### src/inc/hpp_pkg.sv
package hpp_pkg;
	// ==========================================
	// Bus and register map
	localparam int ADDR_W = 4;
	localparam int DATA_W = 32;
	localparam int REG_W = 16;
	localparam int BANK_W = 6;
	localparam int PORT_N = 3;
	localparam int PLAIN_N = 4;
	localparam logic [3:0] IDX_POLICY = 4'h2;
	localparam logic [3:0] IDX_VID = 4'h4;
	localparam logic [3:0] IDX_CTRL3 = 4'h6;
	localparam logic [3:0] IDX_IRATE = 4'h8;
	localparam logic [3:0] IDX_ERATE = 4'hA;
	localparam logic [3:0] IDX_BANK = 4'hE;
	localparam logic [3:0] IDX_STRIDE = 4'h2;
	localparam logic [5:0] HOST_BANK = 6'h34;
	localparam logic [5:0] BANK_RST = 6'h00;
	// ==========================================
	// Policy control fields
	localparam int BIT_VFILT = 14;
	localparam int BIT_NOPVID = 13;
	localparam int BIT_TXEN = 10;
	localparam int BIT_RXEN = 9;
	localparam int BIT_LRNDIS = 8;
	localparam int BIT_SNIFFER = 7;
	localparam int BIT_RXSNIFF = 6;
	localparam int BIT_TXSNIFF = 5;
	localparam int BIT_PCEIL = 3;
	localparam int MEMB_LSB = 0;
	localparam int HOST_BIT = 2;
	localparam logic [15:0] POLICY_RST = 16'h0607;
	localparam logic [15:0] POLICY_MASK = 16'h67EF;
	localparam logic [15:0] PLAIN_RST = 16'h0000;
	localparam logic [2:0] MEMB_ALL = 3'h7;
	// ==========================================
	// Default tag layout
	localparam int VID_W = 12;
	localparam int PRIO_W = 3;
	localparam int VID_LSB = 0;
	localparam int PRIO_LSB = 13;
	// ==========================================
	// Carriers
	typedef struct packed {
		logic vfilt;
		logic nopvid;
		logic txen;
		logic rxen;
		logic lrndis;
		logic sniffer;
		logic rxsniff;
		logic txsniff;
		logic pceil;
		logic [PORT_N-1:0] memb;
		logic [VID_W-1:0] port_default_vlan_id;
		logic [PRIO_W-1:0] dprio;
	} hpp_pol_s;
	typedef struct packed {
		logic valid;
		logic [VID_W-1:0] vid;
		logic [PORT_N-1:0] members;
		logic [PORT_N-1:0] dst;
		logic [PRIO_W-1:0] prio;
	} hpp_ing_s;
	typedef struct packed {
		logic valid;
		logic drop;
		logic learn;
		logic monitored;
		logic [PORT_N-1:0] fwd;
		logic [PRIO_W-1:0] prio;
	} hpp_dec_s;
	typedef struct packed {
		logic valid;
		logic mirror_copy;
	} hpp_egr_s;
endpackage : hpp_pkg

### src/hw/hpp_ingress.sv
`timescale 1ns/1ps
module hpp_ingress (
	// Policy
	input wire hpp_pkg::hpp_pol_s pol,
	// Frame arriving on the host port
	input wire hpp_pkg::hpp_ing_s ing,
	// Decision
	output hpp_pkg::hpp_dec_s dec
);
	logic vlan_fail;
	logic port_default_vlan_id_fail;

	assign vlan_fail = pol.vfilt && !ing.members[hpp_pkg::HOST_BIT];
	assign port_default_vlan_id_fail = pol.nopvid && (ing.vid != pol.port_default_vlan_id);

	always_comb begin
		dec.valid = ing.valid;
		dec.drop = !pol.rxen || vlan_fail || port_default_vlan_id_fail;
		// Only accepted frames teach the address table
		dec.learn = ing.valid && !dec.drop && !pol.lrndis;
		dec.monitored = ing.valid && !dec.drop && pol.rxsniff;
		dec.fwd = '0;
		if (ing.valid && !dec.drop) begin
			// Never loop back to the ingress port itself
			dec.fwd = ing.dst & pol.memb;
			dec.fwd[hpp_pkg::HOST_BIT] = 1'b0;
		end
		dec.prio = ing.prio;
		if (pol.pceil && (ing.prio > pol.dprio)) begin
			dec.prio = pol.dprio;
		end
	end
endmodule : hpp_ingress

### src/hw/hpp_egress.sv
`timescale 1ns/1ps
module hpp_egress (
	// Policy
	input wire hpp_pkg::hpp_pol_s pol,
	// Frame offered for transmit
	input wire hpp_pkg::hpp_egr_s egr,
	// Results
	output logic tx_go,
	output logic tx_mirror
);
	logic allowed;

	// Mirror copies only leave through the designated sniffer port
	assign allowed = !egr.mirror_copy || pol.sniffer;
	assign tx_go = egr.valid && pol.txen && allowed;
	assign tx_mirror = tx_go && !egr.mirror_copy && pol.txsniff;
endmodule : hpp_egress

### src/hw/hpp_host_port_policy.sv
`timescale 1ns/1ps
module hpp_host_port_policy (
	// Clock and reset
	input wire logic clk,
	input wire logic sys_rst,
	// Avalon-MM slave
	input wire logic [hpp_pkg::ADDR_W-1:0] avs_address,
	input wire logic avs_read,
	input wire logic avs_write,
	input wire logic [hpp_pkg::DATA_W-1:0] avs_writedata,
	input wire logic [3:0] avs_byteenable,
	output logic [hpp_pkg::DATA_W-1:0] avs_readdata,
	output logic avs_waitrequest,
	// Ingress frame decision
	input wire hpp_pkg::hpp_ing_s ing_in,
	output hpp_pkg::hpp_dec_s dec_out,
	// Egress frame gate
	input wire hpp_pkg::hpp_egr_s egr_in,
	output logic tx_go,
	output logic tx_mirror,
	// Live policy view
	output hpp_pkg::hpp_pol_s pol_out
);
	// ==========================================
	// Register storage
	logic [hpp_pkg::REG_W-1:0] pol_q;
	logic [hpp_pkg::REG_W-1:0] plain_q [hpp_pkg::PLAIN_N];
	logic [hpp_pkg::BANK_W-1:0] bank_q;
	logic [hpp_pkg::DATA_W-1:0] rdata_q;
	logic [hpp_pkg::DATA_W-1:0] rdata_d;
	logic wait_q;
	logic req;
	logic commit;
	logic host_bank;
	logic [hpp_pkg::REG_W-1:0] wmerge;
	hpp_pkg::hpp_pol_s pol;
	hpp_pkg::hpp_dec_s dec_d;
	hpp_pkg::hpp_dec_s dec_q;
	logic tx_go_d;
	logic tx_mirror_d;
	logic tx_go_q;
	logic tx_mirror_q;
	hpp_pkg::hpp_pol_s pol_q2;

	assign req = avs_read || avs_write;
	// Access lands on the edge where waitrequest is seen low
	assign commit = avs_write && !wait_q;
	// Reserved banks map nothing but bank select
	assign host_bank = (bank_q == hpp_pkg::HOST_BANK);

	always_comb begin
		wmerge[7:0] = avs_byteenable[0] ? avs_writedata[7:0] : 8'h00;
		wmerge[15:8] = avs_byteenable[1] ? avs_writedata[15:8] : 8'h00;
	end

	// ==========================================
	// Bus handshake
	// One wait cycle per access, so every request is answered
	always_ff @(posedge clk) begin
		if (sys_rst) begin
			wait_q <= 1'b1;
		end else begin
			wait_q <= !(req && wait_q);
		end
	end

	always_ff @(posedge clk) begin
		if (sys_rst) begin
			rdata_q <= '0;
		end else if (avs_read && wait_q) begin
			rdata_q <= rdata_d;
		end
	end

	// ==========================================
	// Register writes
	always_ff @(posedge clk) begin
		if (sys_rst) begin
			bank_q <= hpp_pkg::BANK_RST;
		end else if (commit && avs_address == hpp_pkg::IDX_BANK && avs_byteenable[0]) begin
			bank_q <= avs_writedata[hpp_pkg::BANK_W-1:0];
		end
	end

	always_ff @(posedge clk) begin
		if (sys_rst) begin
			pol_q <= hpp_pkg::POLICY_RST;
		end else if (commit && host_bank && avs_address == hpp_pkg::IDX_POLICY) begin
			for (int b = 0; b < hpp_pkg::REG_W; b++) begin
				if (avs_byteenable[b / 8]) begin
					// Reserved bits never store
					pol_q[b] <= wmerge[b] & hpp_pkg::POLICY_MASK[b];
				end
			end
		end
	end

	genvar k;
	generate
		for (k = 0; k < hpp_pkg::PLAIN_N; k++) begin : g_plain
			localparam logic [3:0] IDX = 4'(hpp_pkg::IDX_VID + k * hpp_pkg::IDX_STRIDE);
			always_ff @(posedge clk) begin
				if (sys_rst) begin
					plain_q[k] <= hpp_pkg::PLAIN_RST;
				end else if (commit && host_bank && avs_address == IDX) begin
					if (avs_byteenable[0]) begin
						plain_q[k][7:0] <= wmerge[7:0];
					end
					if (avs_byteenable[1]) begin
						plain_q[k][15:8] <= wmerge[15:8];
					end
				end
			end
		end
	endgenerate

	// ==========================================
	// Read mux
	always_comb begin
		rdata_d = '0;
		if (avs_address == hpp_pkg::IDX_BANK) begin
			rdata_d[hpp_pkg::BANK_W-1:0] = bank_q;
		end else if (host_bank) begin
			unique case (avs_address)
				hpp_pkg::IDX_POLICY: rdata_d[15:0] = pol_q & hpp_pkg::POLICY_MASK;
				hpp_pkg::IDX_VID: rdata_d[15:0] = plain_q[0];
				hpp_pkg::IDX_CTRL3: rdata_d[15:0] = plain_q[1];
				hpp_pkg::IDX_IRATE: rdata_d[15:0] = plain_q[2];
				hpp_pkg::IDX_ERATE: rdata_d[15:0] = plain_q[3];
				default: rdata_d = '0;
			endcase
		end
	end

	// ==========================================
	// Policy decode
	always_comb begin
		pol.vfilt = pol_q[hpp_pkg::BIT_VFILT];
		pol.nopvid = pol_q[hpp_pkg::BIT_NOPVID];
		pol.txen = pol_q[hpp_pkg::BIT_TXEN];
		pol.rxen = pol_q[hpp_pkg::BIT_RXEN];
		pol.lrndis = pol_q[hpp_pkg::BIT_LRNDIS];
		pol.sniffer = pol_q[hpp_pkg::BIT_SNIFFER];
		pol.rxsniff = pol_q[hpp_pkg::BIT_RXSNIFF];
		pol.txsniff = pol_q[hpp_pkg::BIT_TXSNIFF];
		pol.pceil = pol_q[hpp_pkg::BIT_PCEIL];
		pol.memb = pol_q[hpp_pkg::MEMB_LSB +: hpp_pkg::PORT_N];
		pol.port_default_vlan_id = plain_q[0][hpp_pkg::VID_LSB +: hpp_pkg::VID_W];
		pol.dprio = plain_q[0][hpp_pkg::PRIO_LSB +: hpp_pkg::PRIO_W];
	end

	hpp_ingress u_ingress (
		.pol(pol),
		.ing(ing_in),
		.dec(dec_d)
	);

	hpp_egress u_egress (
		.pol(pol),
		.egr(egr_in),
		.tx_go(tx_go_d),
		.tx_mirror(tx_mirror_d)
	);

	// ==========================================
	// Output registers
	// One cycle of latency keeps every output straight off a flop
	always_ff @(posedge clk) begin
		if (sys_rst) begin
			dec_q <= '0;
		end else begin
			dec_q <= dec_d;
		end
	end

	always_ff @(posedge clk) begin
		if (sys_rst) begin
			tx_go_q <= 1'b0;
			tx_mirror_q <= 1'b0;
		end else begin
			tx_go_q <= tx_go_d;
			tx_mirror_q <= tx_mirror_d;
		end
	end

	always_ff @(posedge clk) begin
		if (sys_rst) begin
			pol_q2 <= '0;
		end else begin
			pol_q2 <= pol;
		end
	end

	assign avs_readdata = rdata_q;
	assign avs_waitrequest = wait_q;
	assign dec_out = dec_q;
	assign tx_go = tx_go_q;
	assign tx_mirror = tx_mirror_q;
	assign pol_out = pol_q2;
endmodule : hpp_host_port_policy

### config.mk
export PLATFORM = sky130hd
export DESIGN_NAME = hpp_host_port_policy
export DESIGN_NICKNAME = d
export VERILOG_FILES = /design/src/inc/hpp_pkg.sv /design/src/hw/hpp_ingress.sv /design/src/hw/hpp_egress.sv /design/src/hw/hpp_host_port_policy.sv
export SDC_FILE = /design/constraint.sdc
export NUM_CORES = 1
export LEC_CHECK = 0
export BUFFER_PORTS_ARGS = -buffer_cell sky130_fd_sc_hd__buf_2
export CELL_PAD_IN_SITES_DETAIL_PLACEMENT = 1
export CELL_PAD_IN_SITES_GLOBAL_PLACEMENT = 1
export CORE_MARGIN = 4
export CORE_UTILIZATION = 40
export CTS_CLUSTER_SIZE = 28
export DETAILED_ROUTE_END_ITERATION = 8
export GPL_TIMING_DRIVEN = 0
export PLACE_DENSITY_LB_ADDON = 0.1
export RECOVER_POWER = 25
export SLEW_MARGIN = 20
export SYNTH_ARGS = -nofsm -noshare
export SYNTH_HDL_FRONTEND = slang
export SYNTH_SLANG_ARGS = --single-unit
### constraint.sdc
create_clock -name clk -period 4.8 [get_ports clk]
set_input_delay 0 -clock clk [delete_from_list [all_inputs] [get_ports clk]]
set_output_delay 0 -clock clk [all_outputs]
set_load 0.005 [all_outputs]
* Yosys cells after proc, flatten, opt, wreduce, memory -nomap -nowiden
Memories as Yosys holds them, arrays and structs flattened. Index checks and enable logic that the tools add are counted.
Word-level totals: output and inout bits 72, RAM bits 64, input bits 68, memories 1, bits in registers 90
Memory list:
- plain_q | depth 4, width 16, rd ports 4, clocked after Yosys merged registers in 0, wr ports 4, line hpp_host_port_policy.sv:27 | logic [hpp_pkg::REG_W-1:0] plain_q [hpp_pkg::PLAIN_N];
Operators by class: magnitude comparators 1, mux-type cells 43, eq/ne operators 8, reduce and logical (&&, ||, !) cells 35, bitwise gates (word level) 10
Operators with widths (number):
- 8-bit 2-to-1 mux | 10
- 16-bit case mux with 5 select lines | 1
- 1-bit 2-to-1 mux | 28
- 26-bit 2-to-1 mux | 1
- 1-bit logical AND | 21
- 16-bit 2-to-1 mux | 1
- 4-bit == test (second input constant) | 3
- 12-bit != test | 1
- 4-bit by 3-bit == test with 1-bit output (second input constant) | 2
- 1-bit bitwise OR | 8
- 1-bit zero test | 7
- 6-bit == test (second input constant) | 1
- 6-bit 2-to-1 mux | 1
- 4-bit by 2-bit == test with 1-bit output (second input constant) | 1
- 1-bit logical OR | 4
- 2-bit AND reduction | 2
- 3-bit > comparator | 1
- 3-bit 2-to-1 mux | 1
- 2-bit AND | 1
- 2-bit OR reduction | 1
- 1-bit inverter | 1

* Depth between registers and ports, before layout
Gate-level depths: netlist of the first run.
depth after elaboration 8, gate-level depth with buffers 7

* Cells and area by module
A second synthesis of the first run with hierarchy kept.
Second synthesis, totals: cell total of the unflattened synthesis 522, area, all modules 6172.2 µm²
By module, submodules not included:
- hpp_host_port_policy | area an instance 5809.3 µm², sequential area each 3403.3 µm², instances 1, cells each 471
- hpp_ingress | area an instance 337.8 µm², sequential area each 0.0 µm², instances 1, cells each 47
- hpp_egress | area an instance 25.0 µm², sequential area each 0.0 µm², instances 1, cells each 4

* Worst setup path after synthesis of the first run
OpenSTA, ideal clock, no wires.
path type reg2reg, start point reg bank_q[0] in the netlist's numbering, end point mem plain_q[0][0] in the netlist's numbering (data pin), clock period less this slack 1.747 ns, buffers on the path 1, slack 3.053 ns, setup time 0.134 ns, data required time 4.666 ns, stages on the path, launching flop included 6, arrival 1.613 ns, cell sequence dfxtp_1 or2_4 or2_1 buf_6 nor4_1 and2_1
RTL lines:
- from (decl) | line hpp_host_port_policy.sv:28 | logic [hpp_pkg::BANK_W-1:0] bank_q;
- from (signal assigned) | line hpp_host_port_policy.sv:79 | bank_q <= hpp_pkg::BANK_RST;
- from (signal assigned) | line hpp_host_port_policy.sv:81 | bank_q <= avs_writedata[hpp_pkg::BANK_W-1:0];
- to (decl) | line hpp_host_port_policy.sv:27

==> key figures, run 1 <==
Outcome
  • Status: finished clean

Floorplan
  • Die X: 127.9 um
  • I/O pin count: between 100 and 150
  • Core ar.: roughly 0.014 mm2
  • Die area: ~0.016 mm2
  • Starting Density: between 40% and 50%
  • Die Ht: 127.9 um
  • FP Rows: 43

STA
  • Period utilization: 45.61%
  • Peak Freq: between 400 and 500 MHz
  • Worst-Margin Slew: roughly 1100 ps
  • RSZ-0062 raised after global routing: no
  • Worst Clk Skew: roughly 6.4 ps
  • Final Hold Viols: 0
  • Slew margin rel.: 29.42%
  • Final setup fails: 0
  • Fin. max-slew vios: 0
  • Setup TNS: 0 ps
  • Min Hold Slack: 41.85 ps
  • Final min period: between 2000 and 2500 ps

Final layout
  • Nets: about 730
  • Layout fillers: 1,555
  • Commonest non-fill, non-tap cell in the layout: buf_2
  • Most frequent cells in the layout: 77 x buf_2, 73 x dfxtp_1, 64 x and2_1, 64 x edfxtp_1, 45 x clkbuf_1
  • N_diodes: 0
  • Share of cells above drive strength 1: between 20% and 30%
  • Area grow syn2layout: 28.11%

Route
  • DRT met1 WL: around 7500 um
  • Top layer in use: met4
  • Drt drc: 0
  • Vias per inst: roughly 5
  • Routed WL: 16,640 um
  • WL met2: approximately 7800 um
  • Final antenna-violating net count: 0
  • DR vias: around 4,300
  • Iter 0 DRT Violations: just over 200
  • First-pass DRT Iterations: 5
  • Met3 routed WL: ~1100 um
  • WL/cell: approximately 20 um

Clock network
  • Total CTS buffers: 17
  • Max clock buf depth: 2
  • CTS sink count: between 100 and 150
  • Post-CTS sizing: 0
  • # H-tree levels: 4
  • Clk slew on worst S/H paths: ~50 ps
  • TritonCTS clock tree: built
  • Worst skew pair latency: between 400 and 500 ps
  • Root buf cell: clkbuf_16

Placement
  • Port-buffer cells: 100
  • Routability congestion estimate: 0.7906
  • Hpwl dp: between 10,000 and 15,000 um

Worst setup path
  • WS Path Type: flop to flop
  • Worst Setup Start Kind: flop
  • Critical Path RT: between 5000 and 6000 ps
  • Worst path arrival time: approximately 2500 ps
  • Crit-path max FO: 8
  • Crit end category: flop

Logic synthesis
  • Yosys top cell by area: edfxtp_1
  • Async set-reset flop share out of synthesis: 0%
  • EDFF count, synth: 64
  • Top cells by area, synth: edfxtp_1 33%, dfxtp_1 25%, and2_1 7.0%
  • Synth warn: 0
  • Top FF cell, synth: dfxtp_1
  • Post-synthesis cell type count: 51
  • Synth top area share: about 33%
  • Sequential fraction of the synthesis area: slightly below 60%
  • Mapped Area: ~0.0058 mm2
  • Seq cells post-synth: between 100 and 150
  • Cells after Synth: approximately 500
  • Syn Area/Cell: around 12 um2

Power and ir drop
  • Leakage power: a little under 3 nW
  • Peak VDD IR: 0.2319 mV
  • Power Density: around 370 mW/mm2

Job
  • Max-cap violations: 0

Global routing
  • First-pass GRT wire length: 25,900 um
  • Antenna violations before repair: 0
  • Number of global-route vias before repair: around 4,600
  • GR Util All Layers: 21.08%
  • Grt total ovfl: 0
  • Largest net degree at the start of global routing: 17

Min path
  • Worst hold path type: input pin to flop
[worst max-delay path: stages (launching register included)]
cell	delay, ps
dfxtp_1	320
nand4b_1	280
or4_2	710
nor2_1	520
and2_1	220
[metal layers]
metal	up-vias	track usage, %
met1	2088	28.12
met4	0	5.743
met2	149	34.17
li1	2055	-
met5	-	0
met3	17	5.500
[registers in the layout, summed over array words and instances, names as in the netlist]
signal	cells
tx_go	1
bank_q	6
avs_readdata	16
pol_q	12
tx_mirror	1
pol_out	27
avs_waitrequest	1
plain_q	64
dec_out	9
[repair_timing]
| action | in CTS | in global routing |
|---|---|---|
| buffers inserted | 0 | 0 |
| hold endpoints to repair | 91 | 0 |
| hold buffers | 27 | 0 |
[kinds of logic (layout without fill, tap and decap cells)]
logic type,after synthesis,count (layout),synth area share [%]
compound gates,75,75,9.024
xor+xnor,12,12,1.826
fa+ha+maj,3,3,0.6524
buf+inv,45,205,4.457
flops,137,137,58.80
mux,34,34,6.023
other cells,1,17,0.06517
simple gates,186,186,19.16
[through the flow]
| step | worst slack [ps] | total power (W) | cells | cell area, um2 | util [%] |
|---|---|---|---|---|---|
| CTS | 2626 | 0.002734 | 849 | 7410 | 52.97 |
| detailed placement | 2444 | 0.001449 | 790 | 6570 | 46.97 |
| global placement | 2170 | 0.001443 | 789 | 6540 | 46.75 |
| global route | 2514 | 0.002810 | 849 | 7372 | 52.70 |
| finish | 2611 | 0.002715 | 849 | 7372 | 52.70 |
| floorplan | 3053 | 0.001370 | 509 | 5814 | - |
[final cells by class]
type                       instances  area (um2)  area share, %
buffer                            39       234.0          3.174
clock buffer                      21       440.4          5.974
clock inverter                    11       128.9          1.748
inverter                           6       22.52         0.3055
multi-input combinational        327        2200          29.84
sequential                       137        3383          45.89
tap                              180       225.2          3.055
timing repair buffer             128       738.2          10.01
[worst paths after layout]
path                            depth (start not counted)               end              from  slack, ps
worst max-delay path                                    4     plain_q[0][8]         bank_q[3]       2610
worst max register to register                          4     plain_q[0][8]         bank_q[3]       2610
worst min-delay path                                    4        dec_out[8]         ing_in[8]         40
worst min register to register                          2  avs_readdata[14]  avs_readdata[14]        450
[cell usage after synthesis (all sizes together) (2+ instances only)]
master / count
a21o: 8
a21oi: 13
a221oi: 11
a22o: 3
a22oi: 7
and2: 64
buf: 27
clkbuf: 12
dfxtp: 73
edfxtp: 64
ha: 3
inv: 6
mux2: 5
mux2i: 29
nand2: 21
nand3b: 2
nand4: 3
nand4b: 2
nor2: 29
nor2b: 31
nor3: 11
nor3b: 2
nor4: 4
nor4b: 5
o21ai: 12
o22ai: 9
o2bb2ai: 8
or2: 2
or3b: 3
xnor2: 12
[power by group]
| group | leakage (nW) | total (W) | switching (W) | internal [W] |
|---|---|---|---|---|
| combinational | 1.39 | 0.000178 | 0.000101 | 0.0000768 |
| sequential | 1.26 | 0.00126 | 0.0000130 | 0.00125 |
| clock | 0.277 | 0.00127 | 0.000469 | 0.000806 |
No activity file was read; power rests on OpenSTA's default activity.
==> inputs of run 2 (changes only) <==
--- a/config.mk
+++ b/config.mk
@@ -9,7 +9,7 @@
 export CELL_PAD_IN_SITES_DETAIL_PLACEMENT = 1
 export CELL_PAD_IN_SITES_GLOBAL_PLACEMENT = 1
 export CORE_MARGIN = 4
-export CORE_UTILIZATION = 40
+export CORE_UTILIZATION = 38
 export CTS_CLUSTER_SIZE = 28
 export DETAILED_ROUTE_END_ITERATION = 8
 export GPL_TIMING_DRIVEN = 0
==> constraint.sdc (replaced) <==
create_clock -name clk -period 2 [get_ports clk]
set_input_delay 0 -clock clk [delete_from_list [all_inputs] [get_ports clk]]
set_output_delay 0 -clock clk [all_outputs]
set_load 0.005 [all_outputs]
==> run 2 against run 1 <==
  * Setup slack got worse by 2600 ps
  * First-iteration DRC count up 16%
  * Highest routed layer unchanged
  * Count of clock-buffer cells in the layout stayed put
==> key figures, run 2 (synthesis results as in run 1) <==
Route
  • WL/cell: 19.85 um (+1.3%)
  • Vias per inst: 4.997 (-1.6%)
  • Final antenna-violating net count: 0 (unchanged)
  • First-pass DRT Iterations: 4 (-1)
  • Drt drc: 0 (unchanged)
  • Routed WL: 17,090 um (+2.7%)
  • DR vias: 4,302 (-0.16%)
  • Iter 0 DRT Violations: 239 (+16%)

Global routing
  • Number of global-route vias before repair: 4,510 (-1.5%)
  • Antenna violations before repair: 0 (unchanged)
  • GRT met3 Usage: 4.943% (-0.56 points)
  • GR Util All Layers: 20.37% (-0.71 points)
  • First-pass GRT wire length: 25,630 um (-1.0%)
  • Largest net degree at the start of global routing: 17 (unchanged)
  • Busiest grt layer: met2
  • Met2 Track Usage GR: 31.84% (-2.3 points)
  • Grt total ovfl: 0 (unchanged)
  • Met1 Resource Use GR: 28.29% (+0.17 points)

Min path
  • WHS Path Cells: 4 (unchanged)
  • Worst hold path type: input pin to flop

Worst setup path
  • CP max stage delay: 330 ps (-380 ps)
  • Crit-path max FO: 8 (unchanged)
  • Crit path cell chain: nand4b_1 -> or2_1 -> buf_6 -> nor2_1 -> a21o_2
  • Worst path arrival time: 2060 ps (-410 ps)
  • Reg2reg setup slack: 40 ps (-2570 ps)
  • Critical-path top delay cell: a21o_2
  • WS Path Type: flop to flop
  • Critical Path RT: 2100 ps (-2980 ps)
  • Reg2Reg Depth: 5 (+1)
  • Worst Setup Start Kind: flop
  • Crit end category: flop

STA
  • Worst Clk Skew: 8.802 ps (+2.398 ps)
  • Slew margin rel.: 30.48% (+1.1 points)
  • Final Hold Viols: 0 (unchanged)
  • Fin. max-slew vios: 0 (unchanged)
  • Peak Freq: 509.6 MHz (+12%)
  • Final min period: 1962 ps (-227.2 ps)
  • Period utilization: 98.11% (+52 points)
  • Worst-Margin Slew: 1043 ps (-15.79 ps)
  • RSZ-0062 raised after global routing: yes
  • Setup TNS: 0 ps (unchanged)
  • Final setup fails: 0 (unchanged)

Final layout
  • Nets: 735 (+1.1%)
  • Register area: 0.003385 mm2 (about the same)
  • Design Area, Final: 0.007604 mm2 (+3.1%)
  • N_diodes: 0 (unchanged)
  • Max reg flops: 64 (unchanged)
  • Share of cells above drive strength 1: 25.26% (+4.2 points)
  • Layout fillers: 1,593 (+2.4%)
  • Top reg by flops: plain_q
  • Most frequent cells in the layout: 74 x buf_2, 72 x dfxtp_1, 64 x and2_1, 64 x edfxtp_1, 43 x clkbuf_1
  • Area grow syn2layout: 32.14%
  • Area of the multi-input gates: 0.002323 mm2 (+5.6%)
  • Commonest non-fill, non-tap cell in the layout: buf_2

Clock network
  • Total CTS buffers: 17 (unchanged)
  • Clk slew on worst S/H paths: 60 ps (about the same)
  • CTS sink count: 137 (unchanged)
  • Max clock buf depth: 2 (unchanged)
  • TritonCTS clock tree: built
  • Root buf cell: clkbuf_16
  • # H-tree levels: 4 (unchanged)
  • Worst skew pair latency: 410 ps (about the same)

Floorplan
  • Core ar.: 0.01470 mm2 (+5.1%)
  • I/O pin count: 140 (unchanged)
  • Die area: 0.01718 mm2 (+4.9%)
  • Die X: 131.1 um (+2.4%)
  • FP Rows: 44 (+2.3%)
  • Die Ht: 131.1 um (+2.4%)
  • Starting Density: 39.15% (-2.0 points)

Power and ir drop
  • Peak VDD IR: 0.5715 mV (+150%)
  • Power Density: 863.2 mW/mm2 (+130%)
  • Leakage power: 3.007 nW (+3.0%)

Placement
  • Hpwl dp: 12,320 um (+0.98%)
  • Port-buffer cells: 100 (unchanged)
  • Cell Area, Placed: 0.006575 mm2 (about the same)
  • Routability congestion estimate: 0.8063 (+2.0%)

Outcome
  • Status: finished clean

Job
  • Max-cap violations: 0 (unchanged)
run 2: changes by cell type in the layout (fill, tap and decap cells not counted), sizes merged:
cell,before,now
buf,98,104
bufinv,3,1
clkbuf,63,65
inv,6,8
run 2: final timing paths:
path                          from          endpoint
hold reg to reg   avs_readdata[12]  avs_readdata[12]
setup / recovery         bank_q[3]    plain_q[0][31]
hold / removal           ing_in[8]        dec_out[8]
setup reg to reg         bank_q[3]    plain_q[0][31]
run 2: area by class of cell:
cell class / instances / share of cell area [%]
clock inverters: 11 / 1.168
inverters: 6 / 0.2962
flip-flops and latches: 137 / 44.51
well taps: 184 / 3.028
repair buffers: 136 / 10.47
plain buffers: 39 / 3.357
multi-input cells: 327 / 30.56
clock buffers: 21 / 6.615
run 2: critical path: cells and delay by family (launching register included):
kind / cells / cell delay, ps
buf+inv: 1 / 150
simple gates: 3 / 840
flops: 1 / 320
compound gates: 1 / 330
run 2: per-stage QoR:
| stage | worst slack [ps] | power [W] | cells | hold WS (ps) | utilization (%) |
|---|---|---|---|---|---|
| final | 37.80 | 0.006563 | 861 | 35.97 | 51.73 |
| after global placement | -706.5 | 0.003466 | 793 | 192.4 | 44.53 |
| after CTS | -81.94 | 0.006604 | 855 | 23.14 | 51.29 |
| after detailed placement | -436.5 | 0.003480 | 794 | 185.3 | 44.73 |
| after floorplan | 253.0 | 0.003288 | 509 | 76.15 | - |
| after global routing | -59.58 | 0.006790 | 861 | 48.59 | 51.73 |
run 2: layer usage:
layer  routed length [um]  part of all wire (%)
met5                    0                     0
met2                 7729                    45
met3                 1018                   6.0
met4                  270                   1.6
met1                 8073                    47
run 2: power by group:
group / leakage (nW) / internal, W / switching [W]
registers: 1.26 / 0.00300 / 0.0000314
clock network: 0.299 / 0.00191 / 0.00118
logic: 1.45 / 0.000191 / 0.000254
total: 3.01 / 0.00510 / 0.00146
run 2: what timing repair did:
item                                    4_1_cts  5_1_grt
buffers inserted                              2        6
endpoints found under the hold margin        89        0
hold buffers                                 27        0
resized for setup                            22       13
gates cloned                                  0        0
endpoints found under the setup margin      133      145
pin swaps                                     2        5
